### config.mk
export PLATFORM = sky130hd
export DESIGN_NAME = crpr_readout
export DESIGN_NICKNAME = d
export VERILOG_FILES = /design/src/shared/crpr_pkg.sv /design/src/logic/crpr_readout.sv /design/src/logic/crpr_pattern_mem.sv
export SDC_FILE = /design/constraint.sdc
export NUM_CORES = 1
export LEC_CHECK = 0
export BUFFER_PORTS_ARGS = -buffer_cell sky130_fd_sc_hd__buf_2
export CAP_MARGIN = 20
export CORE_UTILIZATION = 45
export CTS_BUF_LIST = sky130_fd_sc_hd__clkbuf_4 sky130_fd_sc_hd__clkbuf_8
export DETAILED_ROUTE_END_ITERATION = 12
export MAX_ROUTING_LAYER = met4
export PLACE_DENSITY = 0.75
export SYNTH_ARGS = -nofsm -noshare
export SYNTH_HDL_FRONTEND = slang
export SYNTH_SLANG_ARGS = --single-unit
### constraint.sdc
create_clock -name MCLK -period 2.45 [get_ports MCLK]
set_input_delay 0.49 -clock MCLK [delete_from_list [all_inputs] [get_ports MCLK]]
set_output_delay 0.49 -clock MCLK [all_outputs]
set_load 0.05 [all_outputs]
### src/shared/crpr_pkg.sv
// Shared constants and carrier types for the calibration pattern readout
package crpr_pkg;

  // Command pin decode values {ras_n, cas_n, we_n} with chip select low
  localparam logic [2:0] CMD_MODE_SET = 3'h0;
  localparam logic [2:0] CMD_READ     = 3'h5;
  localparam logic [2:0] CMD_WRITE    = 3'h4;

  // Bank address values that select a mode register on a mode set
  localparam logic [2:0] MR_SEL_ZERO  = 3'h0;
  localparam logic [2:0] MR_SEL_THREE = 3'h3;

  // Address and mode field positions
  localparam int ADDR_W      = 14;
  localparam int PAT_EN_BIT  = 2;   // Pattern enable in mode_register_three
  localparam int LOC_LSB     = 0;   // pattern_location_sel field
  localparam int LOC_W       = 2;
  localparam int BL_LSB      = 0;   // Burst length field in mode_register_zero
  localparam int BL_W        = 2;
  localparam int NIBBLE_BIT  = 2;   // Column bit picking the chopped half
  localparam int AP_BIT      = 10;  // autoprecharge_bit
  localparam int CHOP_BIT    = 12;  // chop_select_bit, low selects a chop

  // Burst length field encodings
  localparam logic [1:0] BL_FIXED_EIGHT = 2'h0;
  localparam logic [1:0] BL_ON_THE_FLY  = 2'h1;
  localparam logic [1:0] BL_FIXED_FOUR  = 2'h2;

  // Reset values of the mode registers
  localparam logic [ADDR_W-1:0] MR_ZERO_RST  = 14'h0000;
  localparam logic [ADDR_W-1:0] MR_THREE_RST = 14'h0000;

  // Burst shape
  localparam logic [3:0] BEATS_EIGHT = 4'h8;
  localparam logic [3:0] BEATS_FOUR  = 4'h4;
  localparam logic [2:0] UPPER_START = 3'h4;

  // Pattern store contents, bit n is beat n
  localparam int         PAT_LOCS   = 4;
  localparam logic [7:0] PAT_CALIB  = 8'haa;
  localparam logic [7:0] PAT_RSVD   = 8'h00;

  // Default read latency in clock cycles
  localparam int RD_LAT_DEF = 11;

  // Command and address pins as sampled on a rising edge
  typedef struct packed {
    logic              cs_n;
    logic              ras_n;
    logic              cas_n;
    logic              we_n;
    logic [2:0]        ba;
    logic [ADDR_W-1:0] addr;
  } crpr_cmd_t;

  // One pattern read travelling down the latency pipe
  typedef struct packed {
    logic vld;
    logic chop;
    logic upper;
  } crpr_pipe_t;

endpackage

### src/logic/crpr_readout.sv
// Calibration pattern readout path of a x16 DDR3 device
//
// Function
// - Mode set to register three with bit 2 high enters pattern mode.
// - In pattern mode every read type is served from the pattern store.
// - Two-bit location field of register three picks the pattern location.
// - Read with autoprecharge acts as a plain read; no precharge performed.
// - Device reset is honoured while pattern mode is on.
// - Pattern enable low: location ignored, reads and writes use the array.
// - Pattern on bit 0 of both lanes; other bits copy it or zero.
// - Eight-beat pattern reads use column bit 2 low, beats 0 to 7.
// - Chopped reads return beats 0-3 for bit 2 low, 4-7 for high.
// - Bit 12 chops on the fly only if enabled; fixed chop applies too.
// - Bank bits and other column bits are ignored on pattern reads.
// - Pattern data use the same read latency as array reads.
// - Beat 0 is the location's LSB, beat 7 its MSB.
// - Location zero returns alternating zero and one, starting with zero.
`timescale 1ns/100ps
module crpr_readout
  import crpr_pkg::*;
#(
  parameter int RD_LAT    = RD_LAT_DEF,
  parameter bit REPLICATE = 1'b1
) (
  // Clock and device reset
  input  wire logic              MCLK,
  input  wire logic              RESET_N,
  // Command and address pins
  input  crpr_cmd_t              CMD,
  // Data pins, two byte lanes
  input  wire logic [15:0]       DQ_IN,
  output logic      [15:0]       DQ_OUT,
  output logic                   DQ_OE,
  // Array side strobes
  output logic                   ARRAY_RD,
  output logic                   ARRAY_WR,
  output logic                   ARRAY_AUTOPRE,
  output logic      [15:0]       ARRAY_WDATA,
  // Array read data returning for the pins
  input  wire logic [15:0]       ARRAY_DQ,
  input  wire logic              ARRAY_DQ_VLD,
  // Status
  output logic                   PATTERN_MODE
);

  initial begin
    if (RD_LAT < 1 || RD_LAT > 64) begin
      $error("crpr_readout: RD_LAT must lie in 1..64");
    end
  end

  typedef enum logic [1:0] {
    ST_IDLE  = 2'b01,
    ST_BURST = 2'b10
  } crpr_state_t;

  // Mode registers and datapath state
  logic [ADDR_W-1:0] mr_zero_q;
  logic [ADDR_W-1:0] mr_three_q;
  crpr_pipe_t        pipe_q [RD_LAT];
  crpr_pipe_t        pipe_in;
  crpr_state_t       state_q;
  crpr_state_t       state_d;
  logic [2:0]        beat_q;
  logic [3:0]        left_q;
  logic [15:0]       dq_q;
  logic              oe_q;
  logic              rd_q;
  logic              wr_q;
  logic              ap_q;
  logic [15:0]       wdata_q;
  logic [7:0]        pat_byte;

  // Command decode
  logic              cmd_on;
  logic              is_mode_set;
  logic              is_read;
  logic              is_write;
  logic              pat_en;
  logic              want_chop;
  logic              load;
  crpr_pipe_t        pipe_out;
  logic [2:0]        start_beat;
  logic [3:0]        burst_len;
  logic              cur_bit;
  logic [15:0]       lanes;

  assign cmd_on      = !CMD.cs_n;
  assign is_mode_set = cmd_on && ({CMD.ras_n, CMD.cas_n, CMD.we_n} == CMD_MODE_SET);
  assign is_read     = cmd_on && ({CMD.ras_n, CMD.cas_n, CMD.we_n} == CMD_READ);
  assign is_write    = cmd_on && ({CMD.ras_n, CMD.cas_n, CMD.we_n} == CMD_WRITE);
  assign pat_en      = mr_three_q[PAT_EN_BIT];

  // Chop decision: fixed four, or on the fly with the chop bit low
  always_comb begin
    unique case (mr_zero_q[BL_LSB +: BL_W])
      BL_FIXED_FOUR: want_chop = 1'b1;
      BL_ON_THE_FLY: want_chop = !CMD.addr[CHOP_BIT];
      default:       want_chop = 1'b0;
    endcase
  end

  // Pattern read entering the latency pipe; only bits 2 and 12 matter
  always_comb begin
    pipe_in       = '0;
    pipe_in.vld   = is_read && pat_en;
    pipe_in.chop  = want_chop;
    pipe_in.upper = want_chop && CMD.addr[NIBBLE_BIT];
  end

  // Mode registers; device reset clears pattern mode at any time
  always_ff @(posedge MCLK or negedge RESET_N) begin
    if (!RESET_N) begin
      mr_zero_q  <= MR_ZERO_RST;
      mr_three_q <= MR_THREE_RST;
    end else if (is_mode_set) begin
      if (CMD.ba == MR_SEL_ZERO) begin
        mr_zero_q <= CMD.addr;
      end
      if (CMD.ba == MR_SEL_THREE) begin
        mr_three_q <= CMD.addr;
      end
    end
  end

  // Read latency pipe, same depth as an array read takes
  always_ff @(posedge MCLK or negedge RESET_N) begin
    if (!RESET_N) begin
      pipe_q[0] <= '0;
    end else begin
      pipe_q[0] <= pipe_in;
    end
  end

  for (genvar s = 1; s < RD_LAT; s++) begin : g_pipe
    always_ff @(posedge MCLK or negedge RESET_N) begin
      if (!RESET_N) begin
        pipe_q[s] <= '0;
      end else begin
        pipe_q[s] <= pipe_q[s-1];
      end
    end
  end

  assign pipe_out   = pipe_q[RD_LAT-1];
  assign load       = pipe_out.vld;
  assign start_beat = pipe_out.upper ? UPPER_START : 3'h0;
  assign burst_len  = pipe_out.chop ? BEATS_FOUR : BEATS_EIGHT;

  // Pattern store addressed by the location field
  crpr_pattern_mem #(
    .LOCS (PAT_LOCS)
  ) u_mem (
    .clk   (MCLK),
    .rst_n (RESET_N),
    .addr  (mr_three_q[LOC_LSB +: LOC_W]),
    .rdata (pat_byte)
  );

  // Beat n of the burst is bit n of the selected location
  assign cur_bit = load ? pat_byte[start_beat] : pat_byte[beat_q];

  // Each lane carries the beat on bit 0, upper bits copy or stay low
  for (genvar l = 0; l < 2; l++) begin : g_lane
    assign lanes[8*l]         = cur_bit;
    assign lanes[8*l+7:8*l+1] = REPLICATE ? {7{cur_bit}} : 7'h00;
  end

  // Burst sequencing; a new burst arriving mid-burst takes over
  always_comb begin
    state_d = state_q;
    unique case (state_q)
      ST_IDLE: begin
        if (load) begin
          state_d = ST_BURST;
        end
      end
      ST_BURST: begin
        if (!load && left_q == 4'h0) begin
          state_d = ST_IDLE;
        end
      end
      default: state_d = ST_IDLE;
    endcase
  end

  always_ff @(posedge MCLK or negedge RESET_N) begin
    if (!RESET_N) begin
      state_q <= ST_IDLE;
    end else begin
      state_q <= state_d;
    end
  end

  // Beat pointer and beats still to go
  always_ff @(posedge MCLK or negedge RESET_N) begin
    if (!RESET_N) begin
      beat_q <= 3'h0;
      left_q <= 4'h0;
    end else if (load) begin
      beat_q <= start_beat + 3'h1;
      left_q <= burst_len - 4'h1;
    end else if (state_q == ST_BURST && left_q != 4'h0) begin
      beat_q <= beat_q + 3'h1;
      left_q <= left_q - 4'h1;
    end
  end

  // Pin drive: pattern beats first, else array data returning outside pattern mode
  always_ff @(posedge MCLK or negedge RESET_N) begin
    if (!RESET_N) begin
      dq_q <= 16'h0000;
      oe_q <= 1'b0;
    end else if (load || (state_q == ST_BURST && left_q != 4'h0)) begin
      dq_q <= lanes;
      oe_q <= 1'b1;
    end else if (ARRAY_DQ_VLD && !pat_en) begin
      dq_q <= ARRAY_DQ;
      oe_q <= 1'b1;
    end else begin
      dq_q <= 16'h0000;
      oe_q <= 1'b0;
    end
  end

  // Array strobes only outside pattern mode, so no precharge leaks out
  always_ff @(posedge MCLK or negedge RESET_N) begin
    if (!RESET_N) begin
      rd_q    <= 1'b0;
      wr_q    <= 1'b0;
      ap_q    <= 1'b0;
      wdata_q <= 16'h0000;
    end else begin
      rd_q    <= is_read && !pat_en;
      wr_q    <= is_write && !pat_en;
      ap_q    <= (is_read || is_write) && !pat_en && CMD.addr[AP_BIT];
      wdata_q <= DQ_IN;
    end
  end

  // Outputs straight from flops
  assign DQ_OUT        = dq_q;
  assign DQ_OE         = oe_q;
  assign ARRAY_RD      = rd_q;
  assign ARRAY_WR      = wr_q;
  assign ARRAY_AUTOPRE = ap_q;
  assign ARRAY_WDATA   = wdata_q;
  assign PATTERN_MODE  = pat_en;

endmodule

### src/logic/crpr_pattern_mem.sv
// Small pattern store with registered read data
`timescale 1ns/100ps
module crpr_pattern_mem
  import crpr_pkg::*;
#(
  parameter int LOCS = PAT_LOCS
) (
  // Clock and reset
  input  wire logic                    clk,
  input  wire logic                    rst_n,
  // Read port
  input  wire logic [$clog2(LOCS)-1:0] addr,
  output logic      [7:0]              rdata
);

  // One location would leave a zero-width address port
  if (LOCS < 2) begin : g_bad_locs
    $error("crpr_pattern_mem: LOCS must be at least two");
  end

  logic [7:0] table_w [LOCS];

  // Location zero is the calibration pattern, the rest are reserved
  for (genvar g = 0; g < LOCS; g++) begin : g_loc
    assign table_w[g] = (g == 0) ? PAT_CALIB : PAT_RSVD;
  end

  // Registered read data
  always_ff @(posedge clk or negedge rst_n) begin
    if (!rst_n) begin
      rdata <= 8'h00;
    end else begin
      rdata <= table_w[addr];
    end
  end

endmodule

-- Word-level counts from Yosys, hierarchy flattened
Index checks and enable logic that the tools add are counted.
- logic and storage cells: 110
- register bits after elaboration: 91
- input port bits: 56
- reduce and logical (&&, ||, !) cells: 26
- equality and inequality tests: 9
- $add $sub $neg: 4
- multiplexer cells: 22
- order comparisons: 3
- bitwise logic cells: 1
- operator list (operator ; number):
    16-bit 2-to-1 mux ; 2
    8-bit binary-select mux with 2-bit select ; 1
    8-bit 2-to-1 mux ; 2
    1-bit logical AND ; 12
    4-bit 2-to-1 mux ; 3
    3-bit 2-to-1 mux ; 3
    3-bit by 4-bit less-than comparator with 1-bit output (second input constant) ; 2
    4-bit by 1-bit subtractor with 4-bit output (second input constant) ; 2
    3-bit by 1-bit adder with 3-bit output (second input constant) ; 2
    1-bit binary-select mux with 3-bit select ; 2
    3-bit == test (second input constant) ; 2
    3-bit zero test ; 2
    2-bit AND reduction ; 3
    1-bit 2-to-1 mux ; 5
    2-bit by 1-bit == test with 1-bit output (second input constant) ; 2
    2-bit == test (second input constant) ; 2
    1-bit zero test ; 4
    4-bit zero test ; 1
    2-bit 2-to-1 mux ; 2
    2-bit != test (second input constant) ; 2
    2-bit case mux with 2 select lines ; 1
    4-bit nonzero test ; 1
    3-bit by 2-bit == test with 1-bit output (second input constant) ; 1
    3-bit greater-or-equal comparator (second input constant) ; 1
    other kinds (4) ; 5

-- Logic depth before layout (Yosys ltp)
Gate-level depths: netlist of run 1.
- depth after elaboration: 5
- gate-level depth with buffers: 7

-- Hierarchy
From an unflattened synthesis of run 1, not the netlist that was laid out.
- cells, all modules: 189
- area, all modules: 2915.3 um2
- modules (own cells, without submodules) (module ; instances ; area an instance (um2) ; cells each):
    crpr_readout ; 1 ; 2830.2 ; 179
    crpr_pattern_mem ; 1 ; 85.1 ; 10

-- Least setup slack after synthesis of run 1
No wires, ideal clock.
- path type: register to register
- start: register left_q[1]
- end: register dq_q[10], in the netlist DQ_OUT[10]
- arrival time: 1.608 ns
- required time: 2.332 ns
- setup time: 0.118 ns
- cell stages (with the launch flop): 7
- slack: 0.724 ns
- path through: dfrtp_1 or4_4 buf_6 and4_1 buf_6 buf_6 a21o_1
- word-level cells in the longest chain between the ends: 4
- RTL lines (item ; RTL line ; RTL):
    from (decl) ; crpr_readout.sv:65 ; logic [3:0] left_q;
    from (signal assigned) ; crpr_readout.sv:202 ; left_q <= burst_len - 4'h1;
    from (signal assigned) ; crpr_readout.sv:205 ; left_q <= left_q - 4'h1;
    4-bit nonzero test ; crpr_readout.sv:214 ; end else if (load || (state_q == ST_BURST && left_q != 4'h0)) begin
    1-bit logical AND ; crpr_readout.sv:214 ;
    1-bit logical OR ; crpr_readout.sv:214 ;
    16-bit 2-to-1 mux ; crpr_readout.sv:214 ;
    to (signal assigned) ; crpr_readout.sv:215 ; dq_q <= lanes;
    to (decl) ; crpr_readout.sv:66 ; logic [15:0] dq_q;
Every way passes these cells.
A chain may end at the register's enable or synchronous reset.

-- Worst setup path after layout of run 1
- start: register left_q[1]
- end: register dq_q[1], in the netlist DQ_OUT[1]
The elaborated chain is that of the path after synthesis.

==> flow_summary.json, run 1 <==
{
  "ant_nets": 0,
  "utilization_pct": 62.6,
  "fin_tns_setup_ns": 0,
  "clk_latency_ns": 0.33,
  "arrival_ns": 2.22,
  "cts_hold_buf": 0,
  "slew_headroom_pct": 54.6,
  "critical_path_class": "flop to flop",
  "syn_area_per_cell_um2": 15.8,
  "portBuffers": 83,
  "finalCritPeriodShare_pct": 79.6,
  "power_leakage_uw": 0.00169,
  "synthDistinctLibCells": 34,
  "synth_top_area_share_pct": 74.5,
  "place_inst": 296,
  "final_cells": 312,
  "holdCritPathClass": "input pin to asynchronous set/reset pin",
  "p_sw_uw": 668,
  "finalSetupViolations": 0,
  "die_h_um": 74.3,
  "p_int_uw": 1980,
  "cts-root-buf": "clkbuf_8",
  "ys_seq_area_share_pct": 75.6,
  "postCtsSetupBuffers": 0,
  "cts_resized": 0,
  "cts_sinks": 71,
  "grt_pass1_vias": 1415,
  "rows": 25,
  "p_seq_share_pct": 48.5,
  "crit_fanout": 16,
  "yosysWarnings": 0,
  "dieArea_um2": 5520,
  "dr_total_vias": 1444,
  "avgViaCountPerCell": 4.63,
  "antennaDiodeCount": 0,
  "hold_violations": 0,
  "drc": 0,
  "pin_count": 93,
  "drive_gt1_share_pct": 47.8,
  "grt-ovfl-total": 0,
  "cts_buffers": 9,
  "p_comb_share_pct": 13.2,
  "grt_pass1_wl_mm": 6.35,
  "holdWs_ns": 0.0752,
  "cap_viol_max_count": 0,
  "p_clk_share_pct": 38.3,
  "synthArstFlopShare_pct": 100,
  "worstPathRequired_ns": 2.72,
  "clk_pin_slew_ns": 0.07,
  "start_util_pct": 48.2,
  "start_kind": "flop",
  "cts_tree": "built",
  "tightest_slew_ns": 0.678,
  "syn_area_um2": 2350,
  "switching_share_pct": 25.2,
  "rsz0062_at_grt": "no",
  "hpwl_mm": 2.80,
  "cellPowerDensity_nw_per_um2": 866,
  "synth_top_area_cell": "dfrtp_1",
  "nets": 299,
  "area_growth_pct": 29.9,
  "syn_inst": 149,
  "gp_congestion": 0.771,
  "synth_flop_cell": "dfrtp_1",
  "htree_levels": 3,
  "drt_pass1_iterations": 4,
  "drt_wl_total_mm": 3.91,
  "synth_area_leaders": "dfrtp_1 (74%), a21o_1 (3.2%), mux2_2 (2.4%)",
  "drt_iter0_markers": 66,
  "grt_max_degree": 32,
  "max_freq_ghz": 0.513,
  "peakVddDrop_mv": 0.725,
  "clock_path_buffers": 2,
  "grt.total_usage_pct": 16.8,
  "yosys_register_bits": 71,
  "skew_ns": 0.00697,
  "wl_per_cell_um": 12.5,
  "synth-edff-count": 0,
  "antenna_found_initial": 0,
  "period_needed_ns": 1.95,
  "drv_slew": 0,
  "cp-end-kind": "flop",
  "die_x_um": 74.3,
  "status": "completed",
  "core_region_area_um2": 4880,
  "synth_nets": 208
}
==> critical path: stages, from the launching register on <==
cell and delay [ns]:
dfrtp_1 0.42, or4_4 0.60, a211oi_4 0.63, a21o_2 0.24
==> final cells by class <==
cell class,count,area [µm²]
timing repair buffer,85,443
clock buffer,11,145
fill,392,1820
inverter,5,18.8
clock inverter,5,81.3
sequential,71,1780
tap,67,83.8
multi-input combinational,68,507
==> path summary, 6_finish.rpt <==
kind,start,end,slack [ns],cells past startpoint
min in group MCLK,DQ_IN[7],ARRAY_WDATA[7],0.26,1
max,left_q[1],DQ_OUT[1],0.50,3
max reg2reg,left_q[1],DQ_OUT[1],0.50,3
max in group asynchronous,RESET_N,DQ_OUT[7],1.73,2
min,RESET_N,ARRAY_WDATA[10],0.08,1
min reg2reg,pipe_q[13],pipe_q[10],0.35,0
==> per-layer routing <==
layer,vias up,GRT usage [%],part of all wire (%)
met5,-,-,0
met4,0,10.1,1.9
met3,7,5.56,5.6
met2,41,24.7,50
met1,706,20.1,43
li1,690,-,-
==> sequential cells by signal, indices dropped and copies added (netlist names) <==
| signal | cells |
|---|---|
| state_q | 2 |
| DQ_OUT | 16 |
| load | 1 |
| ARRAY_RD | 1 |
| mr_zero_q | 2 |
| left_q | 4 |
| u_mem.rdata | 1 |
| ARRAY_AUTOPRE | 1 |
| mr_three_q | 3 |
| ARRAY_WR | 1 |
| pipe_q | 20 |
| DQ_OE | 1 |
| ARRAY_WDATA | 16 |
| beat_q | 1 |
| pipe_out | 1 |
==> stage by stage <==
stage / total power (µW) / cell area (µm²) / setup slack (ns)
after floorplan: 1550 / 2350 / 0.724
after global placement: 1650 / 2830 / 0.572
after detailed placement: 1660 / 2830 / 0.567
after CTS: 2680 / 3060 / 0.521
after global routing: 2760 / 3060 / 0.432
final: 2650 / 3060 / 0.501
==> power by group through the flow <==
stage / clock network [µW] / logic [µW] / registers, µW
detailed placement: 0 / 354 / 1300
global placement: 0 / 347 / 1300
floorplan: 0 / 127 / 1420
CTS: 1050 / 356 / 1280
finish: 1010 / 350 / 1280
global route: 1090 / 382 / 1290
==> synthesized netlist by cell type (2+ instances only) <==
master	instances
nand2b_1	2
inv_1	5
dfrtp_1	70
ha_1	3
o21ai_0	2
nand3_1	2
buf_6	4
a21oi_1	3
nor2_1	5
mux2_2	5
a21o_2	6
a21o_1	10
nor2b_1	2
and4_1	2
nand2_1	5
nor3_1	3
nand3b_1	2
and2_1	2
==> cell families (layout without fill, tap and decap cells) <==
family          count (synthesis)  count (layout)  share of synthesized area [%]
mux                             6               6                           2.82
fa+ha+maj                       3               3                           1.60
xor+xnor                        1               1                          0.372
simple gates                   33              33                           8.40
flops                          71              71                           75.6
compound gates                 25              25                           8.35
buf+inv                        10             106                           2.87
==> cells in the final DEF, fill, tap and decap left out, drive strengths merged, types with 5 or more instances in the layout <==
master / Yosys / final
dfrtp: 70 / 70
inv: 5 / 5
nor2: 5 / 5
clkbuf: 1 / 11
a21o: 16 / 16
mux2: 5 / 5
nand2: 5 / 5
buf: 4 / 85
(Power assumes the default switching activity.)
==> run 2: changes to the inputs <==
CORE_UTILIZATION = 44   (was 45)
PLACE_DENSITY = 0.76   (was 0.75)
clock period = 1.6 ns   (was 2.45 ns; I/O delays follow)
==> run 2 against run 1 <==
Effect of this change:
- the run now ends with negative hold slack left
- sequential cell count stayed put
- combinational power up 71%
- core utilization down 2.5 points
- register-to-register slack got worse by 0.47 ns
- cell count grew 3.2%
- sequential power grew 52%
- clock power increased by 26%
- global-route usage fell by 0.16 points
- die area rose by 2.2%
- clock-buffer cell count increased by 2
- sequential share of layout area shrank 0.61 points
- largest cell class unchanged
==> flow_summary.json, run 2 (synthesis results as in run 1) <==
{
  "cp-end-kind": "flop",
  "avgViaCountPerCell": 4.61,
  "dr_total_vias": 1484,
  "power_leakage_uw": 0.00172,
  "start_util_pct": 45.8,
  "power_uw": 3830,
  "drt_wl_total_mm": 3.94,
  "cellPowerDensity_nw_per_um2": 1240,
  "gp_congestion": 0.796,
  "cts-root-buf": "clkbuf_8",
  "largest_register_ffs": 20,
  "peakVddDrop_mv": 0.693,
  "wl_met1_mm": 1.72,
  "antennaDiodeCount": 0,
  "drc": 0,
  "pin_count": 93,
  "reg2reg_slack_ns": 0.03,
  "grt_max_degree": 72,
  "portBuffers": 83,
  "layout_commonest_cell": "buf_2",
  "regToRegEndpoint": "DQ_OUT[15]",
  "holdWs_ns": -0.000941,
  "worstPathRequired_ns": 1.87,
  "antenna_found_initial": 0,
  "clk_pin_slew_ns": 0.07,
  "critical_path_class": "flop to flop",
  "drt_pass1_iterations": 4,
  "fin_tns_setup_ns": 0,
  "cts_buffers": 9,
  "reg2reg_from": "left_q[3]",
  "htree_levels": 3,
  "drive_gt1_share_pct": 50.0,
  "grt.total_usage_pct": 16.6,
  "cts_sinks": 71,
  "cts_hold_buf": 0,
  "die_h_um": 75.1,
  "die_x_um": 75.1,
  "nets": 306,
  "crit_fanout": 16,
  "clock_path_buffers": 2,
  "utilization_pct": 60.1,
  "finalCritPeriodShare_pct": 98.1,
  "wl_met2_mm": 1.90,
  "worst_slack_ns": 0.0308,
  "cap_viol_max_count": 0,
  "grt_pass1_vias": 1446,
  "finalSetupViolations": 0,
  "grt_pass1_wl_mm": 6.37,
  "drt_iter0_markers": 65,
  "max_freq_ghz": 0.637,
  "tightest_slew_ns": 0.415,
  "period_needed_ns": 1.57,
  "rows": 26,
  "reg2reg_depth": 4,
  "area_growth_pct": 31.3,
  "dieArea_um2": 5640,
  "cts_tree": "built",
  "status": "finished with violations",
  "hpwl_mm": 2.77,
  "clk_latency_ns": 0.33,
  "wl_met3_um": 225,
  "start_kind": "flop",
  "slew_headroom_pct": 72.3,
  "ant_nets": 0,
  "rsz0062_at_grt": "yes",
  "postCtsSetupBuffers": 0,
  "arrival_ns": 1.84,
  "drv_slew": 0,
  "layout_common_cells": "buf_2 (83), dfrtp_1 (70), clkbuf_8 (11)",
  "hold_violations": 1,
  "skew_ns": 0.00403,
  "largest-register": "pipe_q",
  "highest_layer": "met4",
  "core_region_area_um2": 5140,
  "grt-ovfl-total": 0,
  "wl_per_cell_um": 12.2,
  "violations": "negative hold slack",
  "holdCritPathClass": "input pin to asynchronous set/reset pin",
  "place_ws_ns": -0.0532
}
## run 2: cell types whose count changed in the layout (fill, tap and decap cells not counted), sizes merged
cell | before | now
buf | 85 | 92
bufinv | 2 | 0
clkbuf | 11 | 13
## run 2: report_power, final
part	internal [µW]	switching [µW]
logic	220	377
registers	1910	44.2
clock network	677	598
## run 2: metrics by stage
step,instance area [µm²],cells
after floorplan,2350,149
after global placement,2900,306
after detailed placement,2900,306
after CTS,3090,322
after global routing,3090,322
final,3090,322
## run 2: repair_timing
action,CTS,global route
gates resized for setup,2,1
gates cloned,0,0
setup endpoints to repair,17,12
## run 2: area by class of cell
type                            count  area [µm²]
Fill cell                         445        2050
Sequential cell                    71        1780
Multi-Input combinational cell     68         513
Timing Repair Buffer               92         508
Clock buffer                       13         166
Tap cell                           70        87.6
Inverter                            5        18.8
Clock inverter                      3        17.5
## run 2: metal layers
layer	up-vias	GRT usage (%)
met3	10	4.82
li1	697	-
met5	-	-
met2	50	23.6
met1	727	20.3
met4	0	11.9
## run 2: worst max path at each step
stage               startpoint    endpoint  slack, ns  cells past startpoint
floorplan            left_q[0]  DQ_OUT[10]       -0.1                      6
global placement     left_q[3]   DQ_OUT[4]      -0.02                      3
detailed placement   left_q[3]   DQ_OUT[2]      -0.05                      3
CTS                  left_q[3]   DQ_OUT[1]       0.01                      3
global route         left_q[3]   DQ_OUT[4]      -0.01                      4
finish               left_q[3]  DQ_OUT[15]       0.03                      4
## run 2: worst max-delay path, cell delays in order, from the launching register on
cell and delay (ns):
dfrtp_1 0.38, or4_4 0.57, a211oi_4 0.26, buf_12 0.17, a21o_2 0.13
